**config.mk**
```make
export PLATFORM = sky130hd
export DESIGN_NAME = tsf_top
export DESIGN_NICKNAME = d
export VERILOG_FILES = /design/src/hdl/tsf_pkg.sv /design/src/hdl/tsf_mon_if.sv /design/src/hdl/tsf_top.sv /design/src/hdl/tsf_monitor.sv
export SDC_FILE = /design/constraint.sdc
export NUM_CORES = 1
export LEC_CHECK = 0
export ABC_CLOCK_PERIOD_IN_PS = 1800
export BUFFER_PORTS_ARGS = -buffer_cell sky130_fd_sc_hd__buf_2
export CAP_MARGIN = 5
export CORE_ASPECT_RATIO = 0.5
export CORE_UTILIZATION = 45
export DETAILED_ROUTE_END_ITERATION = 10
export GPL_TIMING_DRIVEN = 1
export PLACE_DENSITY = 0.76
export SYNTH_ARGS = -nofsm -noshare
export SYNTH_HDL_FRONTEND = slang
export SYNTH_HIERARCHICAL = 1
export SYNTH_SLANG_ARGS = --single-unit
```
**constraint.sdc**
```tcl
create_clock -name clk -period 1.8 [get_ports clk]
set_input_delay 0.09 -clock clk [delete_from_list [all_inputs] [get_ports clk]]
set_output_delay 0.09 -clock clk [all_outputs]
set_load 0.005 [all_outputs]
```
**src/hdl/tsf_pkg.sv**
```systemverilog
// shared constants and types for the two-speed start-up and fail-safe clock block
`default_nettype none
package tsf_pkg;
  // ==========================================================
  // register byte offsets
  localparam logic [7:0] OFS_OSC_CTRL = 8'h00;
  localparam logic [7:0] OFS_IRQ_FLAGS = 8'h04;
  localparam logic [7:0] OFS_CFG = 8'h08;
  localparam logic [7:0] OFS_CTRL = 8'h0C;
  localparam logic [7:0] OFS_WDT = 8'h10;
  localparam logic [7:0] OFS_WDT_CNT = 8'h14;
  // ==========================================================
  // field positions
  localparam int OSC_RUN_BIT = 3;
  localparam int SCS_LSB = 0;
  localparam int FAIL_FLAG_BIT = 7;
  localparam int CFG_TWO_SPEED_BIT = 0;
  localparam int CFG_MON_BIT = 1;
  localparam int CFG_MODE_LSB = 2;
  localparam int CTRL_SLEEP_BIT = 0;
  localparam int CTRL_FAIL_IE_BIT = 1;
  localparam int CTRL_CLRWDT_BIT = 2;
  localparam int WDT_EN_BIT = 0;
  localparam int WDT_PS_LSB = 4;
  // ==========================================================
  // values after reset and counts
  localparam logic [1:0] SCS_RST = 2'h0;
  localparam logic [3:0] WDT_PS_RST = 4'hF;
  localparam int SAMPLE_DIV = 64;
  localparam int OST_CYCLES_DEF = 1024;
  localparam int WDT_DIV_DEF = 64;
  // ==========================================================
  // clock sources, primary modes, sequencer states
  typedef enum logic [1:0] {
    SRC_NONE = 2'b00, SRC_PRI = 2'b01, SRC_SEC = 2'b10, SRC_RC = 2'b11
  } tsf_src_t;
  typedef enum logic [1:0] {
    MODE_CRYSTAL_HIGH_SPEED = 2'b00, MODE_CRYSTAL_PLL = 2'b01,
    MODE_EXTERNAL_CLOCK = 2'b10, MODE_EXTERNAL_CLOCK_PLL = 2'b11
  } tsf_mode_t;
  typedef enum logic [2:0] {
    ST_PWRUP = 3'b000, ST_STARTUP = 3'b001, ST_PRIMARY = 3'b010,
    ST_FAILSAFE = 3'b011, ST_PM = 3'b100, ST_SLEEP = 3'b101
  } tsf_state_t;
endpackage
`default_nettype wire

```
**src/hdl/tsf_mon_if.sv**
```systemverilog
// signals between the sequencer and the fail-safe clock monitor
`timescale 1ns/100ps
`default_nettype none
interface tsf_mon_if;
  logic enable;
  logic dev_clk;
  logic rc_clk;
  logic sample_clk;
  logic fail;
  modport seq (output enable, output dev_clk, output rc_clk, input sample_clk, input fail);
  modport mon (input enable, input dev_clk, input rc_clk, output sample_clk, output fail);
endinterface
`default_nettype wire

```
**src/hdl/tsf_top.sv**
```systemverilog
// two-speed start-up sequencer, glitch-free clock switch, watchdog and APB registers
// Contract
// - two-speed start-up only when its configuration bit is set
// - after reset or wake, run from internal osc while primary starts
// - when start-up timer expires, switch to primary run mode automatically
// - other mode changes ignore two-speed and keep current clock
// - clock select writes and sleep accepted before start-up timer expires
// - control register bit 3 reads one when primary clocks the device
// - clock monitor works only when its configuration bit is set
// - internal rc runs continuously while the monitor is enabled
// - sample clock is internal rc divided by 64
// - latch set on device clock fall, cleared on sample rise
// - failure declared on sample fall while latch still set
// - failure sets oscillator-fail flag, bit 7 of second irq flags
// - failure switches to internal osc; control register not updated
// - each failure clears watchdog counter and postscaler
// - only primary and secondary sources are supervised
// - watchdog has its own divider; disabling it keeps rc running
// - fail interrupt disabled: idle interrupts resume core on internal rc
// - fail-safe left only on reset or power-managed mode entry
// - after reset from fail-safe, internal clocks until primary ready; code does so only if two-speed is set before power-up ends, else no source
// - primary never ready: stay on internal, control keeps reset value; with two-speed clear the code stays on no source
// - failure in power-managed mode never returns to failed source
// - crystal modes clock from internal until start-up and pll timers done; code does so only with two-speed set, else no source until then
`timescale 1ns/100ps
`default_nettype none
module tsf_top
  import tsf_pkg::*;
#(
  parameter int OST_CYCLES = OST_CYCLES_DEF,
  parameter int WDT_DIV = WDT_DIV_DEF
)
(
  input wire logic clk, // system clock, 100 MHz
  input wire logic reset, // synchronous, active high
  input wire logic por_in, // reset was a power-on reset
  input wire logic pwrt_done_in, // power-up timer expired
  input wire logic pri_clk_in, // primary oscillator level
  input wire logic sec_clk_in, // secondary oscillator level
  input wire logic rc_clk_in, // internal rc oscillator level
  input wire logic pll_lock_in, // pll locked
  input wire logic wake_in, // wake-up from sleep event
  input wire logic idle_in, // core in idle mode
  input wire logic irq_in, // some interrupt pending
  input wire logic psel, // apb select
  input wire logic penable, // apb enable
  input wire logic pwrite, // apb direction
  input wire logic [7:0] paddr, // apb byte address
  input wire logic [31:0] pwdata, // apb write data
  output logic [31:0] prdata, // apb read data
  output logic pready, // apb ready
  output logic pslverr, // apb error, unmapped address
  output logic dev_clk_out, // device clock
  output tsf_pkg::tsf_src_t dev_src_out, // source now driving the device clock
  output logic fail_safe_out, // fail-safe condition active
  output logic pri_osc_en_out, // primary oscillator enable
  output logic rc_osc_en_out, // internal rc enable
  output logic wdt_timeout_out, // watchdog time-out pulse
  output logic cpu_resume_out // core resume pulse out of idle
);
  localparam int OW = $clog2(OST_CYCLES + 1);
  localparam int WW = $clog2(WDT_DIV);
  localparam logic [OW-1:0] OST_LAST = OW'(OST_CYCLES);
  typedef struct packed {
    tsf_state_t st;
    tsf_src_t cur_src;
    logic dev_clk;
    logic pri_prev;
    logic rc_prev;
    logic [OW-1:0] ost_cnt;
    logic use_rc;
    logic keep_src;
    logic primary_clock_running;
    logic [1:0] clock_source_select;
    logic osc_fail_flag;
    logic two_speed_enable_cfg;
    logic clock_monitor_enable_cfg;
    tsf_mode_t mode;
    logic fail_ie;
    logic wdt_en;
    logic [3:0] wdt_ps;
    logic [WW-1:0] wdt_div;
    logic [15:0] wdt_post;
    logic wdt_to;
    logic resume;
    logic [31:0] rdata;
  } tsf_top_t;
  tsf_top_t cur_ff;
  tsf_top_t nxt_ff;
  tsf_mon_if mif ();
  logic setup;
  logic wr;
  logic mapped;
  logic [31:0] rd_val;
  logic [3:0] lvl;
  logic pri_ready;
  logic crystal;
  logic pll_mode;
  logic rc_rise;
  logic sleep_req;
  logic scs_wr;
  logic [1:0] scs_new;
  tsf_src_t req;
  tsf_src_t scs_src;

  // ==========================================================
  // monitor instance
  tsf_monitor #(
    .DIV(SAMPLE_DIV)
  ) u_mon (
    .clk(clk),
    .reset(reset),
    .mon(mif.mon)
  );

  // only external sources are watched, and only once they are stable
  assign mif.enable = cur_ff.clock_monitor_enable_cfg
    && (cur_ff.st == ST_PRIMARY || cur_ff.st == ST_PM)
    && (cur_ff.cur_src == SRC_PRI || cur_ff.cur_src == SRC_SEC);
  assign mif.dev_clk = cur_ff.dev_clk;
  assign mif.rc_clk = rc_clk_in;

  // ==========================================================
  // apb decode
  always_comb
  begin
    setup = psel & ~penable;
    wr = psel & penable & pwrite;
    mapped = 1'b1;
    rd_val = '0;
    if (paddr == OFS_OSC_CTRL)
    begin
      rd_val[OSC_RUN_BIT] = cur_ff.primary_clock_running;
      rd_val[SCS_LSB +: 2] = cur_ff.clock_source_select;
    end
    else if (paddr == OFS_IRQ_FLAGS)
      rd_val[FAIL_FLAG_BIT] = cur_ff.osc_fail_flag;
    else if (paddr == OFS_CFG)
    begin
      rd_val[CFG_TWO_SPEED_BIT] = cur_ff.two_speed_enable_cfg;
      rd_val[CFG_MON_BIT] = cur_ff.clock_monitor_enable_cfg;
      rd_val[CFG_MODE_LSB +: 2] = cur_ff.mode;
    end
    else if (paddr == OFS_CTRL)
      rd_val[CTRL_FAIL_IE_BIT] = cur_ff.fail_ie;
    else if (paddr == OFS_WDT)
    begin
      rd_val[WDT_EN_BIT] = cur_ff.wdt_en;
      rd_val[WDT_PS_LSB +: 4] = cur_ff.wdt_ps;
    end
    else if (paddr == OFS_WDT_CNT)
      rd_val[15:0] = cur_ff.wdt_post;
    else
      mapped = 1'b0;
  end

  // zero wait states: read data is captured during the setup cycle
  assign pready = 1'b1;
  assign pslverr = psel & penable & ~mapped;
  assign prdata = cur_ff.rdata;

  // ==========================================================
  // source levels, readiness and requests
  always_comb
  begin
    lvl = {rc_clk_in, sec_clk_in, pri_clk_in, 1'b0};
    crystal = (cur_ff.mode == MODE_CRYSTAL_HIGH_SPEED) || (cur_ff.mode == MODE_CRYSTAL_PLL);
    pll_mode = (cur_ff.mode == MODE_CRYSTAL_PLL) || (cur_ff.mode == MODE_EXTERNAL_CLOCK_PLL);
    // external clocks need no start-up timer
    pri_ready = (!crystal || cur_ff.ost_cnt == OST_LAST)
      && (!pll_mode || pll_lock_in);
    rc_rise = rc_clk_in & ~cur_ff.rc_prev;
    sleep_req = wr && paddr == OFS_CTRL && pwdata[CTRL_SLEEP_BIT];
    scs_wr = wr && paddr == OFS_OSC_CTRL;
    scs_new = pwdata[SCS_LSB +: 2];
    if (cur_ff.clock_source_select == 2'b00)
      scs_src = SRC_PRI;
    else if (cur_ff.clock_source_select == 2'b01)
      scs_src = SRC_SEC;
    else
      scs_src = SRC_RC;
  end

  // requested source for each sequencer state
  always_comb
  begin
    case (cur_ff.st)
      ST_STARTUP:
      begin
        if (cur_ff.use_rc)
          req = SRC_RC;
        else if (cur_ff.keep_src)
          req = cur_ff.cur_src;
        else
          req = SRC_NONE;
      end
      ST_PRIMARY:
        req = SRC_PRI;
      ST_FAILSAFE:
        req = SRC_RC;
      ST_PM:
        req = scs_src;
      default:
        req = SRC_NONE;
    endcase
  end

  // ==========================================================
  // next state
  always_comb
  begin
    nxt_ff = cur_ff;
    nxt_ff.pri_prev = pri_clk_in;
    nxt_ff.rc_prev = rc_clk_in;
    nxt_ff.wdt_to = 1'b0;
    nxt_ff.resume = 1'b0;
    if (setup)
      nxt_ff.rdata = rd_val;

    // switch only while both old and new sources are low
    if (req != cur_ff.cur_src && !lvl[cur_ff.cur_src] && !lvl[req])
      nxt_ff.cur_src = req;
    nxt_ff.dev_clk = lvl[nxt_ff.cur_src];

    // start-up timer counts primary rising edges
    if (cur_ff.st == ST_STARTUP && pri_clk_in && !cur_ff.pri_prev
        && cur_ff.ost_cnt != OST_LAST)
      nxt_ff.ost_cnt = cur_ff.ost_cnt + 1'b1;

    // register writes
    if (wr && paddr == OFS_CFG)
    begin
      nxt_ff.two_speed_enable_cfg = pwdata[CFG_TWO_SPEED_BIT];
      nxt_ff.clock_monitor_enable_cfg = pwdata[CFG_MON_BIT];
      nxt_ff.mode = tsf_mode_t'(pwdata[CFG_MODE_LSB +: 2]);
    end
    if (wr && paddr == OFS_CTRL)
      nxt_ff.fail_ie = pwdata[CTRL_FAIL_IE_BIT];
    if (wr && paddr == OFS_WDT)
    begin
      nxt_ff.wdt_en = pwdata[WDT_EN_BIT];
      nxt_ff.wdt_ps = pwdata[WDT_PS_LSB +: 4];
    end
    if (scs_wr)
      nxt_ff.clock_source_select = scs_new;

    // sequencer
    case (cur_ff.st)
      ST_PWRUP:
      begin
        // power-up timer gates only the power-on case
        if (!por_in || pwrt_done_in)
        begin
          nxt_ff.st = ST_STARTUP;
          nxt_ff.use_rc = cur_ff.two_speed_enable_cfg;
          nxt_ff.keep_src = 1'b0;
          nxt_ff.ost_cnt = '0;
        end
      end
      ST_STARTUP:
      begin
        if (sleep_req)
          nxt_ff.st = ST_SLEEP;
        else if (scs_wr && scs_new != 2'b00)
        begin
          nxt_ff.st = ST_PM;
          nxt_ff.primary_clock_running = 1'b0;
        end
        else if (pri_ready)
        begin
          nxt_ff.st = ST_PRIMARY;
          nxt_ff.primary_clock_running = 1'b1;
        end
        // otherwise stay in start-up on the requested source (rc, kept or none), control bits untouched
      end
      ST_PRIMARY, ST_FAILSAFE, ST_PM:
      begin
        if (sleep_req)
          nxt_ff.st = ST_SLEEP;
        else if (scs_wr && scs_new != 2'b00 && cur_ff.st != ST_PM)
        begin
          nxt_ff.st = ST_PM;
          nxt_ff.primary_clock_running = 1'b0;
        end
        else if (cur_ff.st == ST_PM && cur_ff.clock_source_select == 2'b00)
        begin
          // back to primary without two-speed, current clock kept
          nxt_ff.st = ST_STARTUP;
          nxt_ff.use_rc = 1'b0;
          nxt_ff.keep_src = 1'b1;
          nxt_ff.ost_cnt = '0;
        end
        else if (mif.fail)
        begin
          nxt_ff.st = ST_FAILSAFE;
        end
      end
      ST_SLEEP:
      begin
        if (wake_in)
        begin
          nxt_ff.ost_cnt = '0;
          if (cur_ff.clock_source_select == 2'b00)
          begin
            nxt_ff.st = ST_STARTUP;
            nxt_ff.use_rc = cur_ff.two_speed_enable_cfg;
            nxt_ff.keep_src = 1'b0;
          end
          else
            nxt_ff.st = ST_PM;
        end
      end
      default:
        nxt_ff.st = ST_PWRUP;
    endcase

    // failure flag: hardware set wins over the software clear
    if (wr && paddr == OFS_IRQ_FLAGS && pwdata[FAIL_FLAG_BIT])
      nxt_ff.osc_fail_flag = 1'b0;
    if (mif.fail)
      nxt_ff.osc_fail_flag = 1'b1;

    // watchdog on its own divider of the rc oscillator
    if (rc_rise && cur_ff.wdt_en)
    begin
      nxt_ff.wdt_div = cur_ff.wdt_div + 1'b1;
      if (cur_ff.wdt_div == WW'(WDT_DIV - 1))
      begin
        nxt_ff.wdt_post = cur_ff.wdt_post + 1'b1;
        if (cur_ff.wdt_post[cur_ff.wdt_ps])
        begin
          nxt_ff.wdt_to = 1'b1;
          nxt_ff.wdt_post = '0;
        end
      end
    end
    // restart timing at a monitor failure, sleep or explicit clear
    if (mif.fail || sleep_req
        || (wr && paddr == OFS_CTRL && pwdata[CTRL_CLRWDT_BIT]))
    begin
      nxt_ff.wdt_div = '0;
      nxt_ff.wdt_post = '0;
    end

    // idle wake on an interrupt in every state except sleep, backup clock included
    if (cur_ff.st == ST_FAILSAFE && !cur_ff.fail_ie && idle_in && irq_in)
      nxt_ff.resume = 1'b1;
    else if (cur_ff.st != ST_SLEEP && idle_in && irq_in)
      nxt_ff.resume = 1'b1;
  end

  // ==========================================================
  // state register
  always_ff @(posedge clk)
  begin
    if (reset)
    begin
      cur_ff <= '0;
      cur_ff.st <= ST_PWRUP;
      cur_ff.cur_src <= SRC_NONE;
      cur_ff.mode <= MODE_CRYSTAL_HIGH_SPEED;
      cur_ff.clock_source_select <= SCS_RST;
      cur_ff.wdt_ps <= WDT_PS_RST;
    end
    else
      cur_ff <= nxt_ff;
  end

  // ==========================================================
  // outputs
  assign dev_clk_out = cur_ff.dev_clk;
  assign dev_src_out = cur_ff.cur_src;
  assign fail_safe_out = (cur_ff.st == ST_FAILSAFE);
  // primary stays off once another power-managed source is chosen
  assign pri_osc_en_out = (cur_ff.st == ST_STARTUP) || (cur_ff.st == ST_PRIMARY)
    || (cur_ff.st == ST_PWRUP);
  // rc kept alive for monitor, watchdog, or as the clock itself
  assign rc_osc_en_out = cur_ff.clock_monitor_enable_cfg | cur_ff.wdt_en
    | (cur_ff.cur_src == SRC_RC);
  assign wdt_timeout_out = cur_ff.wdt_to;
  assign cpu_resume_out = cur_ff.resume;
endmodule
`default_nettype wire

```
**src/hdl/tsf_monitor.sv**
```systemverilog
// fail-safe monitor: sample clock divider, monitor latch and failure test
`timescale 1ns/100ps
`default_nettype none
module tsf_monitor
  import tsf_pkg::*;
#(
  parameter int DIV = SAMPLE_DIV
)
(
  input wire logic clk, // system clock
  input wire logic reset, // synchronous, active high
  tsf_mon_if.mon mon // monitor side
);
  localparam int DW = $clog2(DIV);
  typedef struct packed {
    logic rc_prev;
    logic dev_prev;
    logic [DW-1:0] div;
    logic monitor_latch;
    logic fail;
  } tsf_mon_t;
  tsf_mon_t cur_ff;
  tsf_mon_t nxt_ff;
  logic rc_rise;
  logic smp_rise;
  logic smp_fall;
  logic dev_fall;
  // ==========================================================
  // edge detection and latch
  always_comb
  begin
    nxt_ff = cur_ff;
    nxt_ff.rc_prev = mon.rc_clk;
    nxt_ff.dev_prev = mon.dev_clk;
    nxt_ff.fail = 1'b0;
    rc_rise = mon.rc_clk & ~cur_ff.rc_prev;
    dev_fall = cur_ff.dev_prev & ~mon.dev_clk;
    // divider always runs: the rc reference never stops while monitoring
    if (rc_rise)
      nxt_ff.div = cur_ff.div + 1'b1;
    smp_rise = rc_rise && (cur_ff.div == DW'(DIV / 2 - 1));
    smp_fall = rc_rise && (cur_ff.div == DW'(DIV - 1));
    if (!mon.enable)
      nxt_ff.monitor_latch = 1'b0;
    else
    begin
      if (dev_fall)
        nxt_ff.monitor_latch = 1'b1;
      if (smp_rise)
        nxt_ff.monitor_latch = 1'b0;
      // failure tested on sample falling edge only
      if (smp_fall && cur_ff.monitor_latch && !dev_fall)
        nxt_ff.fail = 1'b1;
    end
  end
  // state register
  always_ff @(posedge clk)
  begin
    if (reset)
      cur_ff <= '0;
    else
      cur_ff <= nxt_ff;
  end
  assign mon.sample_clk = cur_ff.div[DW-1];
  assign mon.fail = cur_ff.fail;
endmodule
`default_nettype wire

```
# ---- After elaboration in Yosys (flattened, before gate mapping)
# Index checks and enable logic that the tools add are counted.
dict set report classes {
  addsub 4
  multipliers 0
  div 0
  n_lt_le_gt_ge 4
  n_eq_ne 35
  n_shift 0
  muxes 76
  bitwise_logic 15
  reduce_logical 65
}
# op n
set op_table {}
lappend op_table {{$mux W16} 6}
lappend op_table {{$mux W13} 4}
lappend op_table {{$mux W3} 15}
lappend op_table {{$pmux W13 S3} 1}
lappend op_table {{$logic_and A1 B1 Y1} 29}
lappend op_table {{$mux W14} 2}
lappend op_table {{$mux W1} 26}
lappend op_table {{$mux W12} 2}
lappend op_table {{$mux W17} 1}
lappend op_table {{$add A16 B1 Y16 const B} 1}
lappend op_table {{$eq A8 B4 Y1 const B} 2}
lappend op_table {{$eq A8 B5 Y1 const B} 2}
lappend op_table {{$mux W8} 2}
lappend op_table {{$ne A2 B2 Y1 const B} 8}
lappend op_table {{$add A6 B1 Y6 const B} 2}
lappend op_table {{$eq A6 B6 Y1 const B} 2}
lappend op_table {{$mux W2} 6}
lappend op_table {{$pmux W3 S4} 1}
lappend op_table {{$add A11 B1 Y11 const B} 1}
lappend op_table {{$eq A11 B11 Y1 const B} 1}
lappend op_table {{$logic_or A1 B1 Y1} 11}
lappend op_table {{$mux W11} 1}
lappend op_table {{$ne A11 B11 Y1 const B} 1}
lappend op_table {{$lt A2 B3 Y1 const B} 3}
lappend op_table {{33 further kinds} 69}
dict set report word_totals {
  reg_bits 84
  latchBits 0
  mem_bits_rw 0
  romBits 0
  inputBits 54
  n_memories 0
}

# ---- Longest topological paths before layout
dict set report depth {
  ltp_word 16
  mapped_depth 7
}

# ---- By module
# The synthesis kept the hierarchy.
# mod instances cells_each area_per_inst_um2 seq_area_each_um2
set modules_own_cells {}
lappend modules_own_cells {tsf_top 1 468 4068.9 1501.4}
lappend modules_own_cells {tsf_monitor 1 41 422.9 200.2}

# ---- Worst setup path after synthesis
# OpenSTA, ideal clock, no wires.
dict set report synth_timing {
  path_kind {register to register}
  start {register cur_ff[56] (netlist bit)}
  end {register cur_ff[49] (netlist bit)}
  setup_ns 0.064
  arrival_ns 1.883
  path_slack_ns -0.147
  stages_incl_launch_ff 7
  n_path_buf 2
  synth_period_minus_slack_ns 1.947
  cell_sequence {dfxtp_1 -> buf_6 -> mux4_1 -> mux4_2 -> a21o_4 -> buf_6 -> nor2_1}
}
dict set report synth_via {
  elab_chain_cells 3
}
# element line_no
set synth_rtl {}
lappend synth_rtl {{from (decl)} tsf_top.sv:88} ;# tsf_top_t cur_ff;
lappend synth_rtl {{from (signal assigned)} tsf_top.sv:366} ;# cur_ff <= nxt_ff;
lappend synth_rtl {{$bmux W1 S4} tsf_top.sv:330} ;# if (cur_ff.wdt_post[cur_ff.wdt_ps])
lappend synth_rtl {{$mux W1 (implied by the code)} tsf_top.sv:330}
lappend synth_rtl {{$mux W17} tsf_top.sv:330}
# No other way between the ends. The select of a mux whose other input is x is not followed.
# A chain may end at the register's enable or synchronous reset.

# ---- Final worst setup path
dict set report layout_timing {
  start {register cur_ff[56] (netlist bit)}
  end {register cur_ff[38] (netlist bit)}
}
# The elaborated chain is that of the path after synthesis.

==> impl_results.md <==
- Synth area leader: dfxtp_1
- Pre-Repair DR Iteration Count: 4
- Leakage: 2.26 nW
- Final Setup Violations: 17
- Iteration-0 DRC Markers: 306
- Syn Area/Cell: 8.82 sq um
- Final Total Pwr: 4.62 mW
- Post-synth top cells: 85 x dfxtp_1, 76 x nor2_1, 35 x buf_4
- Antenna Nets Post-Route: 0
- Setup repair after global routing missed its margin: true
- Antenna cells: 0
- TritonCTS clock tree: yes
- PortBufs: 54
- Reg2reg path depth: 4
- Critical Path Max Stage Delay: 540 ps
- DIE AREA: around 10,000 sq um
- Sw frac: 0.293
- Num CTS Buffers: 9
- Post-DP HPWL: 7460 um
- Post-Syn Area: 4490 sq um
- Reg area: 1710 sq um
- Worst setup margin: -82.8 ps
- Number of enable flip-flop cells after synthesis: 0
- Async set or reset register ratio after synthesis: 0
- Worst Setup End Kind: register
- Placeable core area: 9570 sq um
- Gr ovfl total: 0
- Critical path type: register to register
- Fin crit share: 1.05
- Peak supply drop: 0.412 mV
- CTS clk-pin slew, worst paths: around 70 ps
- Yosys top cell area share: 0.379
- Slowest stage cell on the critical path: mux4_2
- Via density: 5.27
- Synth area leaders: dfxtp_1 38%, nor2_1 6.4%, buf_4 5.8%, mux2i_1 4.9%, xor2_1 4.5%
- Sequential element share of the synthesized area: 0.379
- Min Tclk post-route: 1880 ps
- Status: finished with violations
- R2R setup slack: -80 ps
- Final Wtd Congestion: 0.900
- RR Endpoint: cur_ff[38]
- Layout Cells excl Fill: 727
- Final WL: 10,500 um
- Startpoint types: register
- Sequential Power Share: 0.428
- Starting Density: 0.469
- P per Cell Area: approximately 840 nW/um^2
- CP delay by family, top: multiplexers
- WP data arrival: 2170 ps
- Clock root buffer: clkbuf_16
- I/O Pins: 96
- Die height: 72.6 um
- Setup TNS: -922 ps
- Max-slew violations: 0
- Clk Latency, worst-skew pair: 350 ps
- Max Freq: 531 MHz
- Synth Instances: about 510
- Worst Skew: around 8.0 ps
- Largest net degree at the start of global routing: 25
- Fillers: 851
- H-Tree Depth: 3
- Vias in the first global route: 3,649
- Layout net count: 647
- Buffers and inverters on the worst path: 0
- Sink Count: 85
- Most frequent cell after synthesis: dfxtp_1
- CP Max Fanout: 8
- Gr usage total: 0.214
- Hold Crit Class: input pin to register
- Multi-input gate area: 2550 sq um
- Wire per inst: 14.4 um
- DRC violations left: 0
- Crit path launch: cur_ff[56]
- Crit-path cells: mux4_2, mux4_2, a21o_4, nor2_1
- Die width: 143 um
- Fin. Hold Viols: 0
- Combinational share of power: 0.164
- Worst Path Required: ~2100 ps
- Switch Pwr: 1.35 mW
- Max-cap violations: 0
- Failing checks: setup timing
- Internal power: 3.27 mW
- Hold-critical path depth: 3
- Post-synthesis cell type count: 67
- Clock network fraction of total power: 0.407
- Buffer depth of the longest clock path: 2
- Worst Hold Path EP: cur_ff[62]
- Min-delay src: pwdata[2]
- Warnings, synthesis: 6
- FP Rows: 25
- First-pass GRT wire length: 17,300 um
- Synth-to-layout area growth: 22.3%
- RR Startpoint: cur_ff[56]
- Flops & latches, synth: 85
- Synth Flop Type: dfxtp_1
- Routed via count: 3,828
- Top cell by count, worst path: mux4_2
- Cells after DPL: 700
- Antenna violations before repair: 0
- Share of cells above drive strength 1: 0.274
[worst register-to-register path, cell delays in order (launching register included)]
cell and delay [ps]:
dfxtp_4 400, mux4_2 500, mux4_2 540, a21o_4 300, nor2_1 90
[per-stage QoR]
step | cell area [sq um] | hold slack [ps] | utilization | setup WS [ps]
global route | 5490 | 42.4 | 0.574 | -152
floorplan | 4540 | 218 | - | -69.5
global placement | 4960 | 320 | 0.518 | -47.2
finish | 5490 | 18.2 | 0.574 | -82.8
CTS | 5350 | 17.2 | 0.559 | -65.3
detailed placement | 4960 | 328 | 0.518 | -76.2
[final cells by class]
cell class	instances	area share
multi-input combinational	369	0.464
clock inverter	7	0.0139
inverter	10	0.00684
tap	135	0.0308
sequential	85	0.311
timing repair buffer	112	0.132
clock buffer	9	0.0410
[state kept, by name (all words and copies together) (netlist names)]
signal / flops
prdata: 16
dev_clk_out: 1
dev_src_out: 2
cur_ff: 54
u_mon/cur_ff: 8
cpu_resume_out: 1
wdt_timeout_out: 1
u_mon/mon.fail: 1
u_mon/mon.sample_clk: 1
[cells by family after synthesis]
logic type,Yosys count,share of synthesized area
compound gates,73,0.118
xor+xnor,32,0.0624
fa+ha+maj,6,0.0167
buf+inv,71,0.0925
flops,85,0.379
mux,32,0.0908
other cells,2,0.00167
simple gates,208,0.239
[worst max-delay path by stage]
| stage | to | slack, ps | depth (start not counted) |
|---|---|---|---|
| after detailed placement | cur_ff[35] | -80 | 4 |
| final | cur_ff[38] | -80 | 4 |
| after CTS | cur_ff[35] | -70 | 4 |
| after floorplan | cur_ff[49] | -70 | 6 |
| after global placement | cur_ff[34] | -50 | 4 |
| after global routing | cur_ff[34] | -150 | 4 |
[per-layer routing]
layer | part of all wire | track usage | wire length, um
met5 | 0 | 0 | 0
met4 | 0.020 | 0.0827 | 209
met3 | 0.045 | 0.0545 | 475
met2 | 0.49 | 0.371 | 5180
met1 | 0.44 | 0.258 | 4640
[power groups by stage]
stage	registers [mW]	logic [mW]	clock network (mW)
3_3_place_gp	2.01	0.645	0
3_5_place_dp	2.02	0.650	0
4_1_cts	1.97	0.677	1.91
6_report	1.98	0.760	1.88
5_1_grt	1.98	0.837	1.98
2_1_floorplan	1.99	0.509	0
[layout by cell type, fill, tap and decap left out, types with 6 or more instances in the layout]
cell type / count
nor3_1: 6
clkbuf_16: 9
dlygate4sd3_1: 7
nor2_2: 11
mux2i_1: 22
a21oi_1: 11
xor2_1: 23
nand2b_1: 6
buf_2: 54
ha_1: 6
nand4_1: 16
a22oi_1: 9
nand3_1: 24
nor2_1: 64
conb_1: 17
and3_1: 7
nand2_1: 25
o21ai_0: 9
xnor2_1: 9
a211oi_1: 7
nor2b_1: 13
inv_1: 10
buf_4: 50
dfxtp_1: 82
[timing repair]
action	CTS	global route
hold buffers	7	0
pin swaps	2	14
endpoints found under the setup margin	20	33
cloned	0	2
endpoints found under the hold margin	6	0
resized for setup	5	24
buffers inserted	0	2
Power figures use the tool's default switching activity.
